--- config.mk ---
export PLATFORM = sky130hd
export DESIGN_NAME = odtc_decode
export DESIGN_NICKNAME = d
export VERILOG_FILES = /design/src/odtc_pkg.sv /design/src/odtc_fields_if.sv /design/src/odtc_fpchk.sv /design/src/odtc_predecode.sv /design/src/odtc_decode.sv
export VERILOG_INCLUDE_DIRS = /design/src
export SDC_FILE = /design/constraint.sdc
export NUM_CORES = 1
export LEC_CHECK = 0
export BUFFER_PORTS_ARGS = -buffer_cell sky130_fd_sc_hd__buf_2
export CORE_ASPECT_RATIO = 0.8
export CORE_MARGIN = 3
export CORE_UTILIZATION = 49
export DETAILED_ROUTE_END_ITERATION = 12
export PLACE_DENSITY = 0.8
export SYNTH_ARGS = -nofsm -noshare
export SYNTH_HDL_FRONTEND = slang
export SYNTH_HIERARCHICAL = 1
export SYNTH_SLANG_ARGS = --single-unit
--- constraint.sdc ---
create_clock -name clk_sys -period 2.95 [get_ports clk_sys]
set_input_delay 0.295 -clock clk_sys [delete_from_list [all_inputs] [get_ports clk_sys]]
set_output_delay 0.295 -clock clk_sys [all_outputs]
set_load 0.03 [all_outputs]
--- src/odtc_defs.svh ---
`ifndef ODTC_DEFS_SVH
`define ODTC_DEFS_SVH

// ****************************************
// Instruction field positions
// ****************************************
`define ODTC_F_OP 31:30
`define ODTC_F_RD 29:25
`define ODTC_F_OP2 24:22
`define ODTC_F_OP3 24:19
`define ODTC_F_RS1 18:14
`define ODTC_F_I 13
`define ODTC_F_X 12
`define ODTC_F_OPF 13:5
`define ODTC_F_IMMEDIATE_22 21:0
`define ODTC_F_LOW 10:0
`define ODTC_F_HIGH 31:11

// ****************************************
// Major classes, secondary and operation codes
// ****************************************
`define ODTC_OP_BR 2'h0
`define ODTC_OP_CALL 2'h1
`define ODTC_OP_ARITH 2'h2
`define ODTC_OP_LDST 2'h3
`define ODTC_OP2_EXPLICIT_ILLEGAL_TRAP 3'h0
`define ODTC_OP2_SET_HIGH_IMMEDIATE 3'h4
`define ODTC_OP2_EXTENDED_REGISTER_PREFIX 3'h7
`define ODTC_OP3_RDASR 6'h28
`define ODTC_OP3_WRASR 6'h30
`define ODTC_OP3_SLL 6'h25
`define ODTC_OP3_SRL 6'h26
`define ODTC_OP3_SRA 6'h27
`define ODTC_OP3_POPULATION_COUNT 6'h2E
`define ODTC_OP3_FP1 6'h34
`define ODTC_OP3_FP2 6'h35
`define ODTC_OP3_IMPL1 6'h36
`define ODTC_OP3_IMPL2 6'h37
`define ODTC_OP3_ALT_SPACE_DOUBLE_FLOAT_LOAD 6'h33
`define ODTC_OP3_QUAD_FLOAT_LOAD 6'h22
`define ODTC_OP3_STQFA 6'h36
`define ODTC_RES_ARITH 64'h8008_0200_2200_0000
`define ODTC_RES_LDST 64'h8F66_4F44_1000_1000

// ****************************************
// Ancillary state selection
// ****************************************
`define ODTC_WR_ASR_OK 32'hE3FF_004D
`define ODTC_RD_ASR_OK 32'hC3CF_007D
`define ODTC_ASR_PCR 5'h10
`define ODTC_ASR_BAR 5'h0F
`define ODTC_SIR_RS1 5'h01
`define ODTC_REG_ZERO 5'h00
`define ODTC_ASI_BLK_E0 8'hE0
`define ODTC_ASI_BLK_E1 8'hE1
`define ODTC_ASI_BLK_C 4'hC
`define ODTC_BLK_ALIGN 6'h3F
`define ODTC_ALIGN8 3'h7
`define ODTC_ALIGN4 2'h3
`define ODTC_FTT_OP_MISSING 3'h3
`define ODTC_PD_CALL_KIND 3'h7

// ****************************************
// Register map
// ****************************************
`define ODTC_ADDR_CONFIG 8'h00
`define ODTC_ADDR_STATUS 8'h04
`define ODTC_ADDR_TRAPCNT 8'h08
`define ODTC_ADDR_DECCNT 8'h0C
`define ODTC_CFG_CPRIV 0
`define ODTC_CFG_EXT 1
`define ODTC_CFG_RESET 2'h2
`define ODTC_RESP_OKAY 2'h0
`define ODTC_RESP_DECERR 2'h3

`endif

--- src/odtc_pkg.sv ---
package odtc_pkg;
   typedef enum logic [4:0] {
      UNIT_NONE = 5'h00, UNIT_ALU = 5'h01, UNIT_BRANCH = 5'h02, UNIT_CALL = 5'h03,
      UNIT_SET_HIGH_IMMEDIATE = 5'h04, UNIT_NOP = 5'h05, UNIT_EXTENDED_REGISTER_PREFIX = 5'h06, UNIT_ASR_RD = 5'h07,
      UNIT_ASR_WR = 5'h08, UNIT_MEMORY_BARRIER = 5'h09, UNIT_STORE_BARRIER = 5'h0A, UNIT_SIR = 5'h0B,
      UNIT_SHIFT32 = 5'h0C, UNIT_SHIFT64 = 5'h0D, UNIT_POPULATION_COUNT = 5'h0E, UNIT_FP1 = 5'h0F,
      UNIT_FP2 = 5'h10, UNIT_IMPL1 = 5'h11, UNIT_IMPL2 = 5'h12, UNIT_LDST = 5'h13
   } odtc_unit_t;
   typedef enum logic [2:0] {
      TRAP_NONE = 3'h0, TRAP_ILLEGAL = 3'h1, TRAP_PRIV_ACTION = 3'h2,
      TRAP_FLOAT_MISC = 3'h3, TRAP_DATA_ACCESS = 3'h4, TRAP_DF_MISALIGN = 3'h5,
      TRAP_MEM_MISALIGN = 3'h6
   } odtc_trap_t;
endpackage : odtc_pkg

--- src/odtc_fields_if.sv ---
`timescale 1ns/1ps
interface odtc_fields_if;
   logic [31:0] word;
   logic fp1_legal;
   logic fp2_legal;
   logic [31:0] fill_word;
   logic [31:0] pd_word;
   logic [2:0] pd_kind;
   modport core (output word, output fill_word, input fp1_legal, input fp2_legal,
                 input pd_word, input pd_kind);
   modport fpchk (input word, output fp1_legal, output fp2_legal);
   modport predec (input fill_word, output pd_word, output pd_kind);
endinterface : odtc_fields_if

--- src/odtc_fpchk.sv ---
`timescale 1ns/1ps
`include "odtc_defs.svh"
module odtc_fpchk (
   odtc_fields_if.fpchk f
);
   // ****************************************
   // Implemented encodings of the two float groups
   // ****************************************
   function automatic logic odtc_fp1_ok(input logic [8:0] opf);
      case (opf)
         9'h001, 9'h002, 9'h003, 9'h005, 9'h006, 9'h007, 9'h009, 9'h00A, 9'h00B,
         9'h029, 9'h02A, 9'h02B, 9'h041, 9'h042, 9'h043, 9'h045, 9'h046, 9'h047,
         9'h049, 9'h04A, 9'h04B, 9'h04D, 9'h04E, 9'h04F, 9'h069, 9'h06E, 9'h081,
         9'h082, 9'h083, 9'h084, 9'h088, 9'h08C, 9'h0C4, 9'h0C6, 9'h0C7, 9'h0C8,
         9'h0C9, 9'h0CB, 9'h0CC, 9'h0CD, 9'h0CE, 9'h0D1, 9'h0D2, 9'h0D3: return 1'b1;
         default: return 1'b0;
      endcase
   endfunction : odtc_fp1_ok

   function automatic logic odtc_fp2_ok(input logic [8:0] opf);
      case (opf)
         9'h001, 9'h002, 9'h003, 9'h025, 9'h026, 9'h027, 9'h041, 9'h042, 9'h043,
         9'h045, 9'h046, 9'h047, 9'h051, 9'h052, 9'h053, 9'h055, 9'h056, 9'h057,
         9'h065, 9'h066, 9'h067, 9'h081, 9'h082, 9'h083, 9'h0A5, 9'h0A6, 9'h0A7,
         9'h0C1, 9'h0C2, 9'h0C3, 9'h0C5, 9'h0C6, 9'h0C7, 9'h0E5, 9'h0E6, 9'h0E7,
         9'h101, 9'h102, 9'h103, 9'h181, 9'h182, 9'h183: return 1'b1;
         default: return 1'b0;
      endcase
   endfunction : odtc_fp2_ok

   wire [8:0] opf = f.word[`ODTC_F_OPF];
   // Anything outside the lists is left unimplemented
   assign f.fp1_legal = odtc_fp1_ok(opf);
   assign f.fp2_legal = odtc_fp2_ok(opf);
endmodule : odtc_fpchk

--- src/odtc_predecode.sv ---
`timescale 1ns/1ps
`include "odtc_defs.svh"
module odtc_predecode (
   odtc_fields_if.predec f
);
   wire [1:0] op = f.fill_word[`ODTC_F_OP];
   wire [2:0] op2 = f.fill_word[`ODTC_F_OP2];
   wire is_branch = (op == `ODTC_OP_BR) && (op2 != `ODTC_OP2_EXPLICIT_ILLEGAL_TRAP) &&
                    (op2 != `ODTC_OP2_SET_HIGH_IMMEDIATE) && (op2 != `ODTC_OP2_EXTENDED_REGISTER_PREFIX);

   // Kind travels beside the word, so the cached word never differs from memory
   assign f.pd_kind = (op == `ODTC_OP_CALL) ? `ODTC_PD_CALL_KIND :
                      (is_branch ? op2 : 3'h0);
   assign f.pd_word = {f.fill_word[`ODTC_F_HIGH], f.fill_word[`ODTC_F_LOW]};
endmodule : odtc_predecode

--- src/odtc_decode.sv ---
// Overview of operation
// - Explicit illegal-trap encoding always raises an illegal-instruction trap.
// - Reserved opcodes trap unless they are an enabled implementation extension.
// - Reserved or unimplemented opcodes are never executed as valid operations.
// - Set-high with zero destination and zero immediate decodes as no-operation.
// - Write-ancillary destination picks target register; listed holes are reserved.
// - Read-ancillary first source picks source register; listed holes are reserved.
// - Read-ancillary source 15, dest 0: memory barrier if i set, else store barrier.
// - Write-ancillary dest 15, source 1, i set: software-initiated reset.
// - Shift opcodes: extended bit 0 gives 32-bit shift, 1 gives 64-bit.
// - Population count valid only with first source zero; else reserved.
// - Class 2 operations 34-37 go to float and implementation sub-decoders.
// - Unprivileged with counter-privilege set: perf control read or write traps.
// - Unprivileged, counter-privilege clear: reads pass, writes setting it trap.
// - Block double-float load misaligned: access, double-misalign or misalign trap.
// - Block double-float load never traps on a misaligned destination register.
// - Cached call/branch predecode keeps low 11 bits equal to the memory encoding.
// - Quad float loads/stores and reserved load/store opcodes trap as illegal.
// - Unimplemented float group encodings raise float trap, op-missing type.
`timescale 1ns/1ps
`include "odtc_defs.svh"
module odtc_decode import odtc_pkg::*; (
   input wire logic clk_sys,
   input wire logic reset_n,
   input wire logic [7:0] s_axi_awaddr,
   input wire logic s_axi_awvalid,
   output logic s_axi_awready,
   input wire logic [31:0] s_axi_wdata,
   input wire logic [3:0] s_axi_wstrb,
   input wire logic s_axi_wvalid,
   output logic s_axi_wready,
   output logic [1:0] s_axi_bresp,
   output logic s_axi_bvalid,
   input wire logic s_axi_bready,
   input wire logic [7:0] s_axi_araddr,
   input wire logic s_axi_arvalid,
   output logic s_axi_arready,
   output logic [31:0] s_axi_rdata,
   output logic [1:0] s_axi_rresp,
   output logic s_axi_rvalid,
   input wire logic s_axi_rready,
   input wire logic in_valid,
   input wire logic [31:0] in_word,
   input wire logic processor_privileged_flag,
   input wire logic in_pcr_wr_priv,
   input wire logic [5:0] in_addr_low,
   input wire logic [7:0] in_asi,
   input wire logic fill_valid,
   input wire logic [31:0] fill_word,
   output logic out_valid,
   output odtc_unit_t out_unit,
   output logic [4:0] out_asr_sel,
   output logic trap_valid,
   output odtc_trap_t trap_code,
   output logic [2:0] trap_ftt,
   output logic ic_wr_valid,
   output logic [31:0] ic_wr_word,
   output logic [2:0] ic_wr_kind
);
   function automatic logic odtc_bit(input logic [63:0] m, input logic [5:0] i);
      return m[i];
   endfunction : odtc_bit

   function automatic logic [2:0] odtc_addr_sel(input logic [7:0] a);
      case ({a[7:2], 2'b00})
         `ODTC_ADDR_CONFIG: return 3'h4;
         `ODTC_ADDR_STATUS: return 3'h5;
         `ODTC_ADDR_TRAPCNT: return 3'h6;
         `ODTC_ADDR_DECCNT: return 3'h7;
         default: return 3'h0;
      endcase
   endfunction : odtc_addr_sel

   odtc_fields_if fi ();
   assign fi.word = in_word;
   assign fi.fill_word = fill_word;
   odtc_fpchk u_fpchk (.f(fi));
   odtc_predecode u_predecode (.f(fi));

   logic [1:0] config_reg;
   // ****************************************
   // Field split and class decode
   // ****************************************
   wire [1:0] op = in_word[`ODTC_F_OP];
   wire [2:0] op2 = in_word[`ODTC_F_OP2];
   wire [5:0] op3 = in_word[`ODTC_F_OP3];
   wire [4:0] rd = in_word[`ODTC_F_RD];
   wire [4:0] rs1 = in_word[`ODTC_F_RS1];
   wire i_bit = in_word[`ODTC_F_I];
   wire x_bit = in_word[`ODTC_F_X];
   wire cpriv = config_reg[`ODTC_CFG_CPRIV];
   wire ext_en = config_reg[`ODTC_CFG_EXT];
   wire is_br = (op == `ODTC_OP_BR);
   wire is_call = (op == `ODTC_OP_CALL);
   wire is_arith = (op == `ODTC_OP_ARITH);
   wire is_ldst = (op == `ODTC_OP_LDST);
   wire br_explicit_illegal_trap = is_br && (op2 == `ODTC_OP2_EXPLICIT_ILLEGAL_TRAP);
   wire br_set_high_immediate = is_br && (op2 == `ODTC_OP2_SET_HIGH_IMMEDIATE);
   wire br_extended_register_prefix = is_br && (op2 == `ODTC_OP2_EXTENDED_REGISTER_PREFIX);
   wire br_nop = br_set_high_immediate && (rd == `ODTC_REG_ZERO) && (in_word[`ODTC_F_IMMEDIATE_22] == 22'h0);
   wire wrasr = is_arith && (op3 == `ODTC_OP3_WRASR);
   wire rdasr = is_arith && (op3 == `ODTC_OP3_RDASR);
   wire software_initiated_reset = wrasr && (rd == `ODTC_ASR_BAR) && (rs1 == `ODTC_SIR_RS1) && i_bit;
   wire wr_res = wrasr && !software_initiated_reset && !odtc_bit({32'h0, `ODTC_WR_ASR_OK}, {1'b0, rd});
   wire bar = rdasr && (rs1 == `ODTC_ASR_BAR) && (rd == `ODTC_REG_ZERO);
   wire rd_res = rdasr && !bar && !odtc_bit({32'h0, `ODTC_RD_ASR_OK}, {1'b0, rs1});
   wire shift = is_arith && ((op3 == `ODTC_OP3_SLL) || (op3 == `ODTC_OP3_SRL) ||
                             (op3 == `ODTC_OP3_SRA));
   wire population_count = is_arith && (op3 == `ODTC_OP3_POPULATION_COUNT);
   wire population_count_res = population_count && (rs1 != `ODTC_REG_ZERO);
   wire fp1 = is_arith && (op3 == `ODTC_OP3_FP1);
   wire fp2 = is_arith && (op3 == `ODTC_OP3_FP2);
   wire impl1 = is_arith && (op3 == `ODTC_OP3_IMPL1);
   wire impl2 = is_arith && (op3 == `ODTC_OP3_IMPL2);
   wire ar_res = is_arith && odtc_bit(`ODTC_RES_ARITH, op3);
   // Extension groups only escape the trap while software enables them
   wire impl_res = (impl1 || impl2) && !ext_en;
   wire ld_res = is_ldst && odtc_bit(`ODTC_RES_LDST, op3);

   // ****************************************
   // Block-transfer double float load alignment
   // ****************************************
   wire asi_blk = (in_asi == `ODTC_ASI_BLK_E0) || (in_asi == `ODTC_ASI_BLK_E1) ||
                  ((in_asi[7:4] == `ODTC_ASI_BLK_C) && (in_asi[2:1] != 2'b11));
   // Destination register number is deliberately not checked here
   wire alt_space_double_float_load_blk = is_ldst && (op3 == `ODTC_OP3_ALT_SPACE_DOUBLE_FLOAT_LOAD) && asi_blk;
   wire misal = alt_space_double_float_load_blk && ((in_addr_low & `ODTC_BLK_ALIGN) != 6'h0);
   wire al8 = ((in_addr_low[2:0] & `ODTC_ALIGN8) == 3'h0);
   wire al4 = ((in_addr_low[1:0] & `ODTC_ALIGN4) == 2'h0);
   wire [2:0] misal_code = al8 ? TRAP_DATA_ACCESS :
                           (al4 ? TRAP_DF_MISALIGN : TRAP_MEM_MISALIGN);

   // ****************************************
   // Privilege and trap selection
   // ****************************************
   wire pcr_rd = rdasr && (rs1 == `ODTC_ASR_PCR);
   wire pcr_wr = wrasr && (rd == `ODTC_ASR_PCR);
   wire priv_lock = cpriv && (pcr_rd || pcr_wr);
   wire priv_set = !cpriv && pcr_wr && in_pcr_wr_priv;
   wire priv_trap = !processor_privileged_flag && (priv_lock || priv_set);
   wire illegal = br_explicit_illegal_trap || wr_res || rd_res || population_count_res || ar_res || impl_res ||
                  ld_res;
   wire fp_trap = (fp1 && !fi.fp1_legal) || (fp2 && !fi.fp2_legal);
   wire [2:0] trap_next = !in_valid ? TRAP_NONE :
                          illegal ? TRAP_ILLEGAL :
                          priv_trap ? TRAP_PRIV_ACTION :
                          fp_trap ? TRAP_FLOAT_MISC :
                          misal ? misal_code : TRAP_NONE;
   wire any_trap = (trap_next != TRAP_NONE);

   // A trapping word never reaches an execution unit
   wire [4:0] unit_next = (!in_valid || any_trap) ? UNIT_NONE :
                          is_call ? UNIT_CALL :
                          br_nop ? UNIT_NOP :
                          br_set_high_immediate ? UNIT_SET_HIGH_IMMEDIATE :
                          br_extended_register_prefix ? UNIT_EXTENDED_REGISTER_PREFIX :
                          is_br ? UNIT_BRANCH :
                          software_initiated_reset ? UNIT_SIR :
                          wrasr ? UNIT_ASR_WR :
                          bar ? (i_bit ? UNIT_MEMORY_BARRIER : UNIT_STORE_BARRIER) :
                          rdasr ? UNIT_ASR_RD :
                          shift ? (x_bit ? UNIT_SHIFT64 : UNIT_SHIFT32) :
                          population_count ? UNIT_POPULATION_COUNT :
                          fp1 ? UNIT_FP1 :
                          fp2 ? UNIT_FP2 :
                          impl1 ? UNIT_IMPL1 :
                          impl2 ? UNIT_IMPL2 :
                          is_ldst ? UNIT_LDST : UNIT_ALU;
   wire [4:0] asr_next = wrasr ? rd : rs1;

   always_ff @(posedge clk_sys or negedge reset_n) begin
      if (!reset_n) begin
         out_valid <= 1'b0;
         out_unit <= UNIT_NONE;
         out_asr_sel <= 5'h0;
         trap_valid <= 1'b0;
         trap_code <= TRAP_NONE;
         trap_ftt <= 3'h0;
      end else begin
         out_valid <= in_valid && !any_trap;
         out_unit <= odtc_unit_t'(unit_next);
         out_asr_sel <= asr_next;
         trap_valid <= any_trap;
         trap_code <= odtc_trap_t'(trap_next);
         trap_ftt <= (trap_next == TRAP_FLOAT_MISC) ? `ODTC_FTT_OP_MISSING : 3'h0;
      end
   end

   always_ff @(posedge clk_sys or negedge reset_n) begin
      if (!reset_n) begin
         ic_wr_valid <= 1'b0;
         ic_wr_word <= 32'h0;
         ic_wr_kind <= 3'h0;
      end else begin
         ic_wr_valid <= fill_valid;
         ic_wr_word <= fi.pd_word;
         ic_wr_kind <= fi.pd_kind;
      end
   end

   // ****************************************
   // AXI4-Lite register slave
   // ****************************************
   logic aw_held_reg, w_held_reg;
   logic [7:0] aw_addr_reg;
   logic [31:0] w_data_reg;
   logic [3:0] w_strb_reg;
   logic [31:0] trap_cnt_reg, dec_cnt_reg;
   logic [2:0] last_trap_reg;
   logic [4:0] last_unit_reg;
   assign s_axi_awready = !aw_held_reg && !s_axi_bvalid;
   assign s_axi_wready = !w_held_reg && !s_axi_bvalid;
   assign s_axi_arready = !s_axi_rvalid;
   wire aw_take = s_axi_awvalid && s_axi_awready;
   wire w_take = s_axi_wvalid && s_axi_wready;
   wire do_write = aw_held_reg && w_held_reg;
   wire [2:0] wsel = odtc_addr_sel(aw_addr_reg);
   wire [2:0] rsel = odtc_addr_sel(s_axi_araddr);
   wire wr_cfg = do_write && (wsel == 3'h4) && w_strb_reg[0];
   // Writing the trap counter clears it; a trap in that same cycle still counts
   wire clr_trap = do_write && (wsel == 3'h6);
   wire [31:0] status_word = {19'h0, last_unit_reg, 5'h0, last_trap_reg};
   wire [31:0] rd_mux = (rsel == 3'h4) ? {30'h0, config_reg} :
                        (rsel == 3'h5) ? status_word :
                        (rsel == 3'h6) ? trap_cnt_reg :
                        (rsel == 3'h7) ? dec_cnt_reg : 32'h0;

   always_ff @(posedge clk_sys or negedge reset_n) begin
      if (!reset_n) begin
         aw_held_reg <= 1'b0;
         w_held_reg <= 1'b0;
         aw_addr_reg <= 8'h0;
         w_data_reg <= 32'h0;
         w_strb_reg <= 4'h0;
         s_axi_bvalid <= 1'b0;
         s_axi_bresp <= `ODTC_RESP_OKAY;
      end else begin
         if (aw_take) begin
            aw_held_reg <= 1'b1;
            aw_addr_reg <= s_axi_awaddr;
         end else if (do_write) begin
            aw_held_reg <= 1'b0;
         end
         if (w_take) begin
            w_held_reg <= 1'b1;
            w_data_reg <= s_axi_wdata;
            w_strb_reg <= s_axi_wstrb;
         end else if (do_write) begin
            w_held_reg <= 1'b0;
         end
         if (do_write) begin
            s_axi_bvalid <= 1'b1;
            s_axi_bresp <= (wsel == 3'h0) ? `ODTC_RESP_DECERR : `ODTC_RESP_OKAY;
         end else if (s_axi_bready) begin
            s_axi_bvalid <= 1'b0;
         end
      end
   end

   always_ff @(posedge clk_sys or negedge reset_n) begin
      if (!reset_n) begin
         s_axi_rvalid <= 1'b0;
         s_axi_rdata <= 32'h0;
         s_axi_rresp <= `ODTC_RESP_OKAY;
      end else if (s_axi_arvalid && s_axi_arready) begin
         s_axi_rvalid <= 1'b1;
         s_axi_rdata <= rd_mux;
         s_axi_rresp <= (rsel == 3'h0) ? `ODTC_RESP_DECERR : `ODTC_RESP_OKAY;
      end else if (s_axi_rready) begin
         s_axi_rvalid <= 1'b0;
      end
   end

   always_ff @(posedge clk_sys or negedge reset_n) begin
      if (!reset_n) begin
         config_reg <= `ODTC_CFG_RESET;
         trap_cnt_reg <= 32'h0;
         dec_cnt_reg <= 32'h0;
         last_trap_reg <= TRAP_NONE;
         last_unit_reg <= UNIT_NONE;
      end else begin
         if (wr_cfg) config_reg <= w_data_reg[1:0];
         trap_cnt_reg <= clr_trap ? {31'h0, any_trap} : trap_cnt_reg + {31'h0, any_trap};
         dec_cnt_reg <= dec_cnt_reg + {31'h0, in_valid && !any_trap};
         if (any_trap) last_trap_reg <= trap_next;
         if (in_valid && !any_trap) last_unit_reg <= unit_next;
      end
   end
endmodule : odtc_decode

==> results of run 1 <==
==> repair_timing <==
| action | 4_1_cts | 5_1_grt |
|---|---|---|
| hold buffers | 31 | 0 |
| setup buffers | 6 | 7 |
| endpoints found under the setup margin | 14 | 46 |
| hold endpoints to repair | 87 | 0 |
| pin swaps | 3 | 13 |
| gates resized for setup | 8 | 48 |
==> layer usage <==
layer	part of all wire [%]	wire length (um)	vias up	global-route usage, %
met5	0	0	-	0
met4	1.5	335	0	6.18
met3	8.7	1990	34	8.19
met2	46	10500	318	35.9
met1	44	10100	3520	32.7
li1	-	-	3401	-
==> area by class of cell <==
cell class | instances | area share (%)
sequential | 173 | 38.2
multi-input combinational | 550 | 34.0
timing repair buffer | 333 | 19.3
clock buffer | 17 | 3.75
tap | 220 | 2.43
clock inverter | 15 | 1.50
inverter | 25 | 0.828
==> worst paths after layout <==
| check | endpoint | depth (start not counted) | slack [ps] | from |
|---|---|---|---|---|
| hold reg to reg | s_axi_rdata[0] | 2 | 480 | s_axi_rdata[0] |
| max in group asynchronous | out_unit[2] | 3 | 1720 | reset_n |
| hold / removal | ic_wr_word[31] | 1 | 20 | fill_word[31] |
| min in group asynchronous | ic_wr_word[11] | 2 | 400 | reset_n |
| setup / recovery | dec_cnt_reg[29] | 17 | -60 | in_word[13] |
| setup reg to reg | dec_cnt_reg[29] | 12 | 140 | config_reg[1] |
==> where the power goes <==
part / internal, mW / total, mW / switching, mW
Combinational: 0.501 / 1.12 / 0.617
Clock: 1.14 / 2.22 / 1.08
Sequential: 2.61 / 2.83 / 0.217
Total: 4.25 / 6.17 / 1.91
==> kinds of logic after synthesis <==
logic type | count (synthesis) | share of synthesized area (%)
AND/OR/NAND/NOR | 316 | 19.5
adder cells (fa/ha/maj) | 10 | 1.45
XOR/XNOR | 65 | 6.74
buffers and inverters | 95 | 6.48
multiplexers | 26 | 3.59
AO/OA/AOI/OAI | 132 | 10.9
flip-flops | 173 | 51.3
other | 1 | 0.0444
==> cells in the mapped netlist, types with 2 or more instances <==
cell | n | area, sq um
nor3_1 | 11 | 55.1
and3b_1 | 3 | 26.3
clkbuf_1 | 17 | 63.8
nand3_1 | 30 | 150
ha_1 | 9 | 113
dfrtp_1 | 172 | 4300
o31ai_1 | 3 | 22.5
nor4_4 | 2 | 42.5
mux2i_1 | 4 | 40.0
a21bo_1 | 2 | 20.0
or3_1 | 3 | 18.8
a21oi_1 | 17 | 85.1
nor3b_1 | 3 | 22.5
nand3b_1 | 3 | 22.5
a22o_1 | 2 | 17.5
buf_6 | 4 | 45.0
a211o_1 | 3 | 26.3
and2_1 | 14 | 87.6
o22ai_1 | 3 | 18.8
a32oi_1 | 2 | 17.5
a221oi_1 | 2 | 17.5
nand4_1 | 25 | 156
and2_0 | 2 | 12.5
xor2_1 | 34 | 298
nor2b_1 | 9 | 56.3
and4_1 | 5 | 43.8
o21ai_0 | 42 | 210
buf_2 | 7 | 35.0
xnor2_1 | 31 | 272
nand2b_1 | 7 | 43.8
a311o_1 | 2 | 20.0
a31oi_1 | 4 | 25.0
nand2_1 | 87 | 327
o311ai_4 | 2 | 52.6
nor4_1 | 12 | 75.1
or2_2 | 3 | 18.8
inv_1 | 25 | 93.8
mux2_2 | 20 | 225
buf_4 | 40 | 300
nor2_1 | 68 | 255
a22oi_1 | 30 | 225
and3_1 | 15 | 93.8
nor4b_1 | 2 | 17.5
==> results.py, run 1 <==
metrics = {
    "floorplanning": {
        "core_area_sq_mm": 0.0167,
        "die-width_um": 153,
        "start_util_pct": 50.5,
        "die_h_um": 123,
        "io_pins": 236,
        "rows": 42,
        "die-area_sq_mm": 0.0188,
    },
    "worst_setup_path": {
        "crit_arrival_ps": 3350,
        "end_kind": "flip-flop",
        "cp.required_ps": 3290,
        "crit_chain": "buf_8 > or4b_4 > buf_4 > nor4_2 > a311oi_2 > nand4_1 > nand2b_4 > a211oi_4 > a21oi_4 > nand2_2 > nor4_4 > ha_4 > nand4_1 > nor2_2 > nand4_1 > nor2_1 > xor2_1",
        "criticalPathCategory": "primary input to flip-flop",
        "slowest_stage": "or4b_4",
        "critPathTopFamily": "simple AND/OR/NAND/NOR gates",
        "critPathMaxStageDelay_ps": 550,
        "cp-start-kind": "primary input",
        "crit_top_cell": "nand4_1",
        "crit_fanout": 3,
        "crit_buf_inv": 2,
    },
    "placement": {
        "gp_congestion": 0.917,
        "dp_worst_setup_slack_ps": -509,
        "place_area_sq_mm": 0.0101,
        "hpwlAfterDp_um": 15800,
        "dp_cells": 1257,
        "io_buffers": 196,
    },
    "clock_network": {
        "cts_buffers": 17,
        "clkTransAtPathRegs_ps": 70,
        "root_buffer": "clkbuf_16",
        "worstSkewPairLatency_ps": 430,
        "clock-sinks": 173,
        "cts_tree": "yes",
        "htree_levels": 4,
        "cts.path.max_buffers": 2,
    },
    "timing": {
        "fmax_mhz": 333,
        "fin_setup_tns_ps": -55.0,
        "finalMaxSlewViolations": 0,
        "clock_skew_ps": 15.8,
        "setup_slack_ps": -55.0,
        "hold_ws_ps": 22.3,
        "post-route-period-util_pct": 102,
        "worstMarginPinSlew_ps": 734,
        "period_needed_ps": 3010,
        "setup_viol": 1,
        "worst_slew_margin_rel_pct": 50.9,
        "hold_violations": 0,
        "rsz0062_at_grt": "true",
    },
    "flow_run": {
        "maxCapViolations": 0,
    },
    "power_and_ir_drop": {
        "irDropWorstVdd_uv": 476,
        "power.density_mw_per_mm2": 544,
        "p_leak_nw": 5.50,
        "power_mw": 6.17,
    },
    "global_routing": {
        "grt_pass1_vias": 6947,
        "grt_util_all_layers_pct": 23.6,
        "grt_max_degree": 66,
        "grt_pass1_wl_um": 35600,
        "grt_overflow_total": 0,
        "antenna_found_initial": 0,
    },
    "route": {
        "drc": 0,
        "first_pass_iters": 5,
        "drt_iter0_markers": 562,
        "routedWlPerCell_um": 17.2,
        "routed_wl_um": 23000,
        "drtAntennaViolNets": 0,
        "num_vias": 7273,
        "viasPerCell": 5.46,
    },
    "layout": {
        "final_common_cell": "buf_2",
        "design_area_sq_mm": 0.0113,
        "final-seq-area_sq_mm": 0.00433,
        "n_fill_cell": 1243,
        "multiInputGateArea_sq_mm": 0.00385,
        "layout_common_cells": "buf_2 (188), dfrtp_1 (172), buf_4 (103), nand2_1 (85), nor2_1 (62)",
        "layout-drive-gt1-share_pct": 37.4,
        "utilization_pct": 67.8,
        "area_growth_pct": 34.2,
        "layout.cells.non_filler": 1333,
        "final_nets": 1250,
        "diodes": 0,
    },
    "outcome": {
        "status": "finished, violations left",
        "violations": "setup timing",
    },
    "synth": {
        "ys_seq_area_share_pct": 51.3,
        "synthArstFlopShare_pct": 100,
        "avgSynthCellArea_sq_um": 10.3,
        "syn_nets": 968,
        "synth-edff-count": 0,
        "yosys_warnings": 6,
        "netlist_area_sq_mm": 0.00844,
        "ys_types": 80,
        "synthCells": 818,
        "synthFlopType": "dfrtp_1",
        "synth-seq-cells": 173,
    },
    "min_path": {
        "hold_path_class": "primary input to flip-flop",
    },
}
Power figures use the tool's default switching activity.
==> run 2, diff against run 1 <==
--- a/config.mk
+++ b/config.mk
@@ -10,6 +10,7 @@
 export CORE_ASPECT_RATIO = 0.8
 export CORE_MARGIN = 3
 export CORE_UTILIZATION = 49
+export CTS_BUF_LIST = sky130_fd_sc_hd__clkbuf_2
 export DETAILED_ROUTE_END_ITERATION = 12
 export PLACE_DENSITY = 0.8
 export SYNTH_ARGS = -nofsm -noshare
==> run 2 against run 1 <==
  * The flow now finishes without violations
  * Fmax grew 6.7%
  * Sequential power is essentially flat
  * Routed wire length shrank 3.5%
  * Clock skew grew 54 ps
  * Clock-buffer cell count is the same
  * Flip-flop and latch count is the same
  * Worst setup slack gained 190 ps
  * Cell count grew 2.6%
  * Cell area shrank 1.5%
  * Sequential share of layout area grew 0.60 points
  * Die area is the same
  * First-iteration DRC count grew 2.0%
==> results.py, run 2 (synthesis gave the netlist of run 1 again) <==
metrics = {
    "worst_setup_path": {
        "crit_fanout": 4,
        "criticalPathCategory": "primary input to flip-flop",
        "cp-start-kind": "primary input",
        "crit_arrival_ps": 3540,
        "cp.required_ps": 3670,
        "end_kind": "flip-flop",
        "critPathMaxStageDelay_ps": 590,
        "crit_chain": "dlygate4sd3_1 > buf_2 > nor4_1 > dlygate4sd3_1 > nand2_1 > a21oi_2 > nand2_2 > nor4_4 > ha_4 > nand4_1 > nor2_2 > nand4_1 > nor2_1 > xor2_1",
        "slowest_stage": "dlygate4sd3_1",
    },
    "placement": {
        "place_area_sq_mm": 0.0101,
        "gp_congestion": 0.917,
        "dp_worst_setup_slack_ps": -509,
        "dp_cells": 1257,
        "io_buffers": 196,
        "hpwlAfterDp_um": 15800,
    },
    "clock_network": {
        "cts.path.max_buffers": 2,
        "clock-sinks": 173,
        "cts_tree": "yes",
        "root_buffer": "clkbuf_2",
        "worstSkewPairLatency_ps": 800,
        "clkTransAtPathRegs_ps": 270,
        "cts_resized": 0,
        "cts_buffers": 17,
        "htree_levels": 4,
    },
    "route": {
        "met3_length_um": 1760,
        "routedWlPerCell_um": 16.2,
        "drt_iter0_markers": 573,
        "highest_layer": "met4",
        "wl_met1_um": 9850,
        "route.met2.wl_um": 10100,
        "viasPerCell": 5.33,
        "num_vias": 7284,
        "drtAntennaViolNets": 0,
        "first_pass_iters": 5,
        "drc": 0,
        "routed_wl_um": 22100,
    },
    "timing": {
        "period_needed_ps": 2820,
        "setup_viol": 0,
        "finalMaxSlewViolations": 0,
        "fmax_mhz": 355,
        "rsz0062_at_grt": "false",
        "setup_slack_ps": 133,
        "worst_slew_margin_rel_pct": 56.0,
        "post-route-period-util_pct": 95.5,
        "worstMarginPinSlew_ps": 659,
        "clock_skew_ps": 69.9,
        "fin_setup_tns_ps": 0,
        "hold_violations": 0,
        "hold_ws_ps": 76.6,
    },
    "global_routing": {
        "grt_util_all_layers_pct": 23.8,
        "grt_pass1_vias": 7100,
        "grt_overflow_total": 0,
        "grt_max_degree": 66,
        "grt_pass1_wl_um": 35900,
        "antenna_found_initial": 1,
    },
    "layout": {
        "area_growth_pct": 32.2,
        "layout.cells.non_filler": 1367,
        "final-seq-area_sq_mm": 0.00433,
        "utilization_pct": 66.8,
        "design_area_sq_mm": 0.0112,
        "final_nets": 1283,
        "multiInputGateArea_sq_mm": 0.00369,
        "layout-drive-gt1-share_pct": 33.2,
        "layout_common_cells": "buf_2 (195), dfrtp_1 (172), buf_4 (91), nand2_1 (85), dlygate4sd3_1 (75)",
        "final_common_cell": "buf_2",
        "n_fill_cell": 1289,
    },
    "floorplanning": {
        "die-area_sq_mm": 0.0188,
        "start_util_pct": 50.5,
        "die-width_um": 153,
        "io_pins": 236,
        "core_area_sq_mm": 0.0167,
        "die_h_um": 123,
        "rows": 42,
    },
    "flow_run": {
        "maxCapViolations": 0,
    },
    "outcome": {
        "status": "finished, final reports clean",
    },
    "power_and_ir_drop": {
        "irDropWorstVdd_uv": 301,
        "power_mw": 5.26,
        "power.density_mw_per_mm2": 472,
        "p_leak_nw": 5.42,
    },
    "min_path": {
        "hold_path_class": "primary input to flip-flop",
    },
}
==> run 2: cell count changes in the layout (fill, tap and decap cells not counted), sizes merged <==
cell / delta
dlygate4sd3: +44
buf: -11
diode: +1
==> run 2: power breakdown <==
group / internal, mW / total [mW] / switching [mW]
Combinational: 0.552 / 1.17 / 0.622
Sequential: 2.62 / 2.83 / 0.216
Clock: 0.286 / 1.26 / 0.971
==> run 2: final cells by class <==
| cell class | instances | share of cell area, % |
|---|---|---|
| Antenna cell | 1 | 0.0224 |
| Clock buffer | 17 | 0.763 |
| Clock inverter | 15 | 1.53 |
| Inverter | 25 | 0.841 |
| Multi-Input combinational cell | 550 | 33.1 |
| Sequential cell | 173 | 38.8 |
| Tap cell | 220 | 2.47 |
| Timing Repair Buffer | 366 | 22.5 |
==> run 2: metal layers <==
layer / vias to the layer above / track usage [%]
met5: - / 0
met4: 0 / 7.90
met3: 29 / 6.47
met2: 292 / 36.7
met1: 3482 / 33.0
li1: 3481 / -
==> run 2: timing repair <==
item	in CTS	in global routing
setup endpoints to repair	0	2
hold buffers	75	1
buffers inserted	0	1
endpoints found under the hold margin	238	19
==> run 2: critical path, delay by kind of cell <==
kind            cells  cell delay [ps]
fa+ha+maj           1              220
compound gates      1              220
buf+inv             3             1250
simple gates        8             1400
xor+xnor            1              150
==> run 2: path summary, 6_finish.rpt <==
path | slack, ps | start | endpoint | depth (start not counted)
setup / recovery | 130 | in_addr_low[2] | dec_cnt_reg[31] | 14
hold / removal | 80 | in_word[31] | last_unit_reg[0] | 4
setup reg to reg | 160 | config_reg[1] | dec_cnt_reg[31] | 12
hold reg to reg | 510 | dec_cnt_reg[31] | dec_cnt_reg[31] | 1
max in group asynchronous | 1920 | reset_n | dec_cnt_reg[8] | 4
min in group asynchronous | 630 | reset_n | ic_wr_word[26] | 4
==> run 3, diff against run 2 <==
--- a/config.mk
+++ b/config.mk
@@ -9,10 +9,11 @@
 export BUFFER_PORTS_ARGS = -buffer_cell sky130_fd_sc_hd__buf_2
 export CORE_ASPECT_RATIO = 0.8
 export CORE_MARGIN = 3
-export CORE_UTILIZATION = 49
+export CORE_UTILIZATION = 54
 export CTS_BUF_LIST = sky130_fd_sc_hd__clkbuf_2
+export CTS_CLUSTER_SIZE = 10
 export DETAILED_ROUTE_END_ITERATION = 12
-export PLACE_DENSITY = 0.8
+export PLACE_DENSITY = 0.86
 export SYNTH_ARGS = -nofsm -noshare
 export SYNTH_HDL_FRONTEND = slang
 export SYNTH_HIERARCHICAL = 1
==> run 3 against run 2 <==
  * Power up 1.3%
  * Worst hold slack worse by 30 ps
  * Combinational power hardly changed
  * Critical path depth down 1
  * Sequential share of layout area rose by 0.72 points
  * Clock skew is 19 ps lower
  * Cell area shrank 1.8%
  * Critical path type unchanged
  * Largest power group unchanged
  * Highest routed layer unchanged
==> results.py, run 3 (synthesis gave the netlist of run 1 again) <==
metrics = {
    "outcome": {
        "status": "finished, final reports clean",
    },
    "power_and_ir_drop": {
        "intPower_mw": 3.57,
        "p_sw_share_pct": 33.0,
        "power_mw": 5.33,
        "clock_power_share_pct": 25.0,
        "power.density_mw_per_mm2": 487,
        "irDropWorstVdd_uv": 267,
        "combPwrFrac_pct": 21.9,
        "p_leak_nw": 5.33,
        "p_switching_mw": 1.76,
        "p_seq_share_pct": 53.1,
    },
    "global_routing": {
        "use_met1_pct": 38.7,
        "grt_overflow_total": 0,
        "grt_util_all_layers_pct": 26.8,
        "grt_max_degree": 71,
        "grt_pass1_wl_um": 37200,
        "grt_use_met3_pct": 5.70,
        "met2_usage_pct": 41.7,
        "antenna_found_initial": 0,
        "grt_busiest_layer": "met2",
        "grt_pass1_vias": 7231,
    },
    "floorplanning": {
        "rows": 40,
        "core_area_sq_mm": 0.0152,
        "die-area_sq_mm": 0.0172,
        "die-width_um": 146,
        "start_util_pct": 55.7,
        "io_pins": 236,
        "die_h_um": 118,
    },
    "layout": {
        "final_common_cell": "buf_2",
        "layout_common_cells": "buf_2 (195), dfrtp_1 (172), buf_4 (86), nand2_1 (85), dlygate4sd3_1 (66)",
        "design_area_sq_mm": 0.0110,
        "layout.cells.non_filler": 1339,
        "n_fill_cell": 1059,
        "layout-drive-gt1-share_pct": 32.9,
        "diodes": 0,
        "area_growth_pct": 29.8,
        "final_nets": 1266,
    },
    "timing": {
        "finalMaxSlewViolations": 0,
        "worstMarginPinSlew_ps": 655,
        "fmax_mhz": 355,
        "setup_slack_ps": 129,
        "worst_slew_margin_rel_pct": 56.2,
        "fin_setup_tns_ps": 0,
        "rsz0062_at_grt": "false",
        "post-route-period-util_pct": 95.6,
        "clock_skew_ps": 51.4,
        "hold_violations": 0,
        "setup_viol": 0,
        "period_needed_ps": 2820,
    },
    "worst_setup_path": {
        "crit_arrival_ps": 3430,
        "rr_endpoint": "dec_cnt_reg[29]",
        "crit_fanout": 5,
        "endpoint": "trap_cnt_reg[23]",
        "cp-start-kind": "primary input",
        "end_kind": "flip-flop",
        "ff2ff_setup_slack_ps": 200,
        "criticalPathCategory": "primary input to flip-flop",
        "r2r_cells": 11,
        "cp-startpoint": "in_word[25]",
        "cp.required_ps": 3560,
        "r2r_start": "config_reg[1]",
    },
    "placement": {
        "io_buffers": 196,
        "place_area_sq_mm": 0.0100,
        "hpwlAfterDp_um": 16300,
        "dp_worst_setup_slack_ps": -473,
        "gp_congestion": 0.933,
        "dp_cells": 1241,
    },
    "clock_network": {
        "clkTransAtPathRegs_ps": 290,
        "htree_levels": 4,
        "root_buffer": "clkbuf_2",
        "cts.path.max_buffers": 2,
        "cts_tree": "yes",
        "clock-sinks": 173,
        "cts_buffers": 17,
        "worstSkewPairLatency_ps": 750,
    },
    "route": {
        "viasPerCell": 5.50,
        "num_vias": 7371,
        "drt_iter0_markers": 603,
        "routedWlPerCell_um": 17.1,
        "first_pass_iters": 5,
        "routed_wl_um": 22900,
        "drtAntennaViolNets": 0,
        "drc": 0,
    },
    "min_path": {
        "min_from": "s_axi_awvalid",
        "hold_path_class": "primary input to flip-flop",
    },
    "flow_run": {
        "maxCapViolations": 0,
    },
}
## run 3: repair_timing
item,in CTS,in global routing
hold endpoints to repair,136,0
resized for setup,0,2
buffers inserted,0,0
hold buffers,66,0
endpoints found under the setup margin,0,3
## run 3: layout make-up
cell class / instances / area (sq um) / area share (%)
Clock buffer: 17 / 85.1 / 0.777
Timing Repair Buffer: 349 / 2310 / 21.1
Inverter: 25 / 93.8 / 0.857
Multi-Input combinational cell: 550 / 3690 / 33.7
Tap cell: 210 / 263 / 2.40
Clock inverter: 15 / 176 / 1.61
Sequential cell: 173 / 4330 / 39.5
## run 3: power by group through the flow
stage          Clock [mW]  Sequential (mW)  Combinational [mW]
5_1_grt              1.44             2.87                1.27
3_5_place_dp            0             2.87                1.05
4_1_cts              1.34             2.82                1.15
6_report             1.33             2.83                1.17
3_3_place_gp            0             2.85                1.01
2_1_floorplan           0             2.91               0.579
## run 3: worst min-delay path by stage
stage | slack [ps] | to | cells after the start
global placement | 340 | ic_wr_word[11] | 1
global route | 9 | aw_held_reg | 3
detailed placement | 340 | ic_wr_word[16] | 1
finish | 50 | aw_held_reg | 3
CTS | 4 | aw_held_reg | 3
floorplan | -0.6 | aw_addr_reg[2] | 0
## run 3: per-layer routing
layer  share of wire [%]  wire length (um)
met1                  45             10200
met2                  47             10700
met4                 1.3               289
met5                   0                 0
met3                 7.4              1680
## run 3: stage by stage
step	hold slack, ps	utilization, %
4_1_cts	3.96	72.2
3_3_place_gp	340	66.1
6_report	47.1	72.2
2_1_floorplan	-0.591	-
3_5_place_dp	339	66.1
5_1_grt	8.82	72.2
## run 3: worst max-delay path, stage by stage
cell           delay (ps)
dlygate4sd3_1         530
buf_2                 160
nor4_2                360
nand4_1               200
a211o_1               390
a31oi_2               240
ha_2                  260
nand2_2               100
nor4_4                240
and2_1                290
nand3_1               130
xnor2_1               180
nor2_1                 60
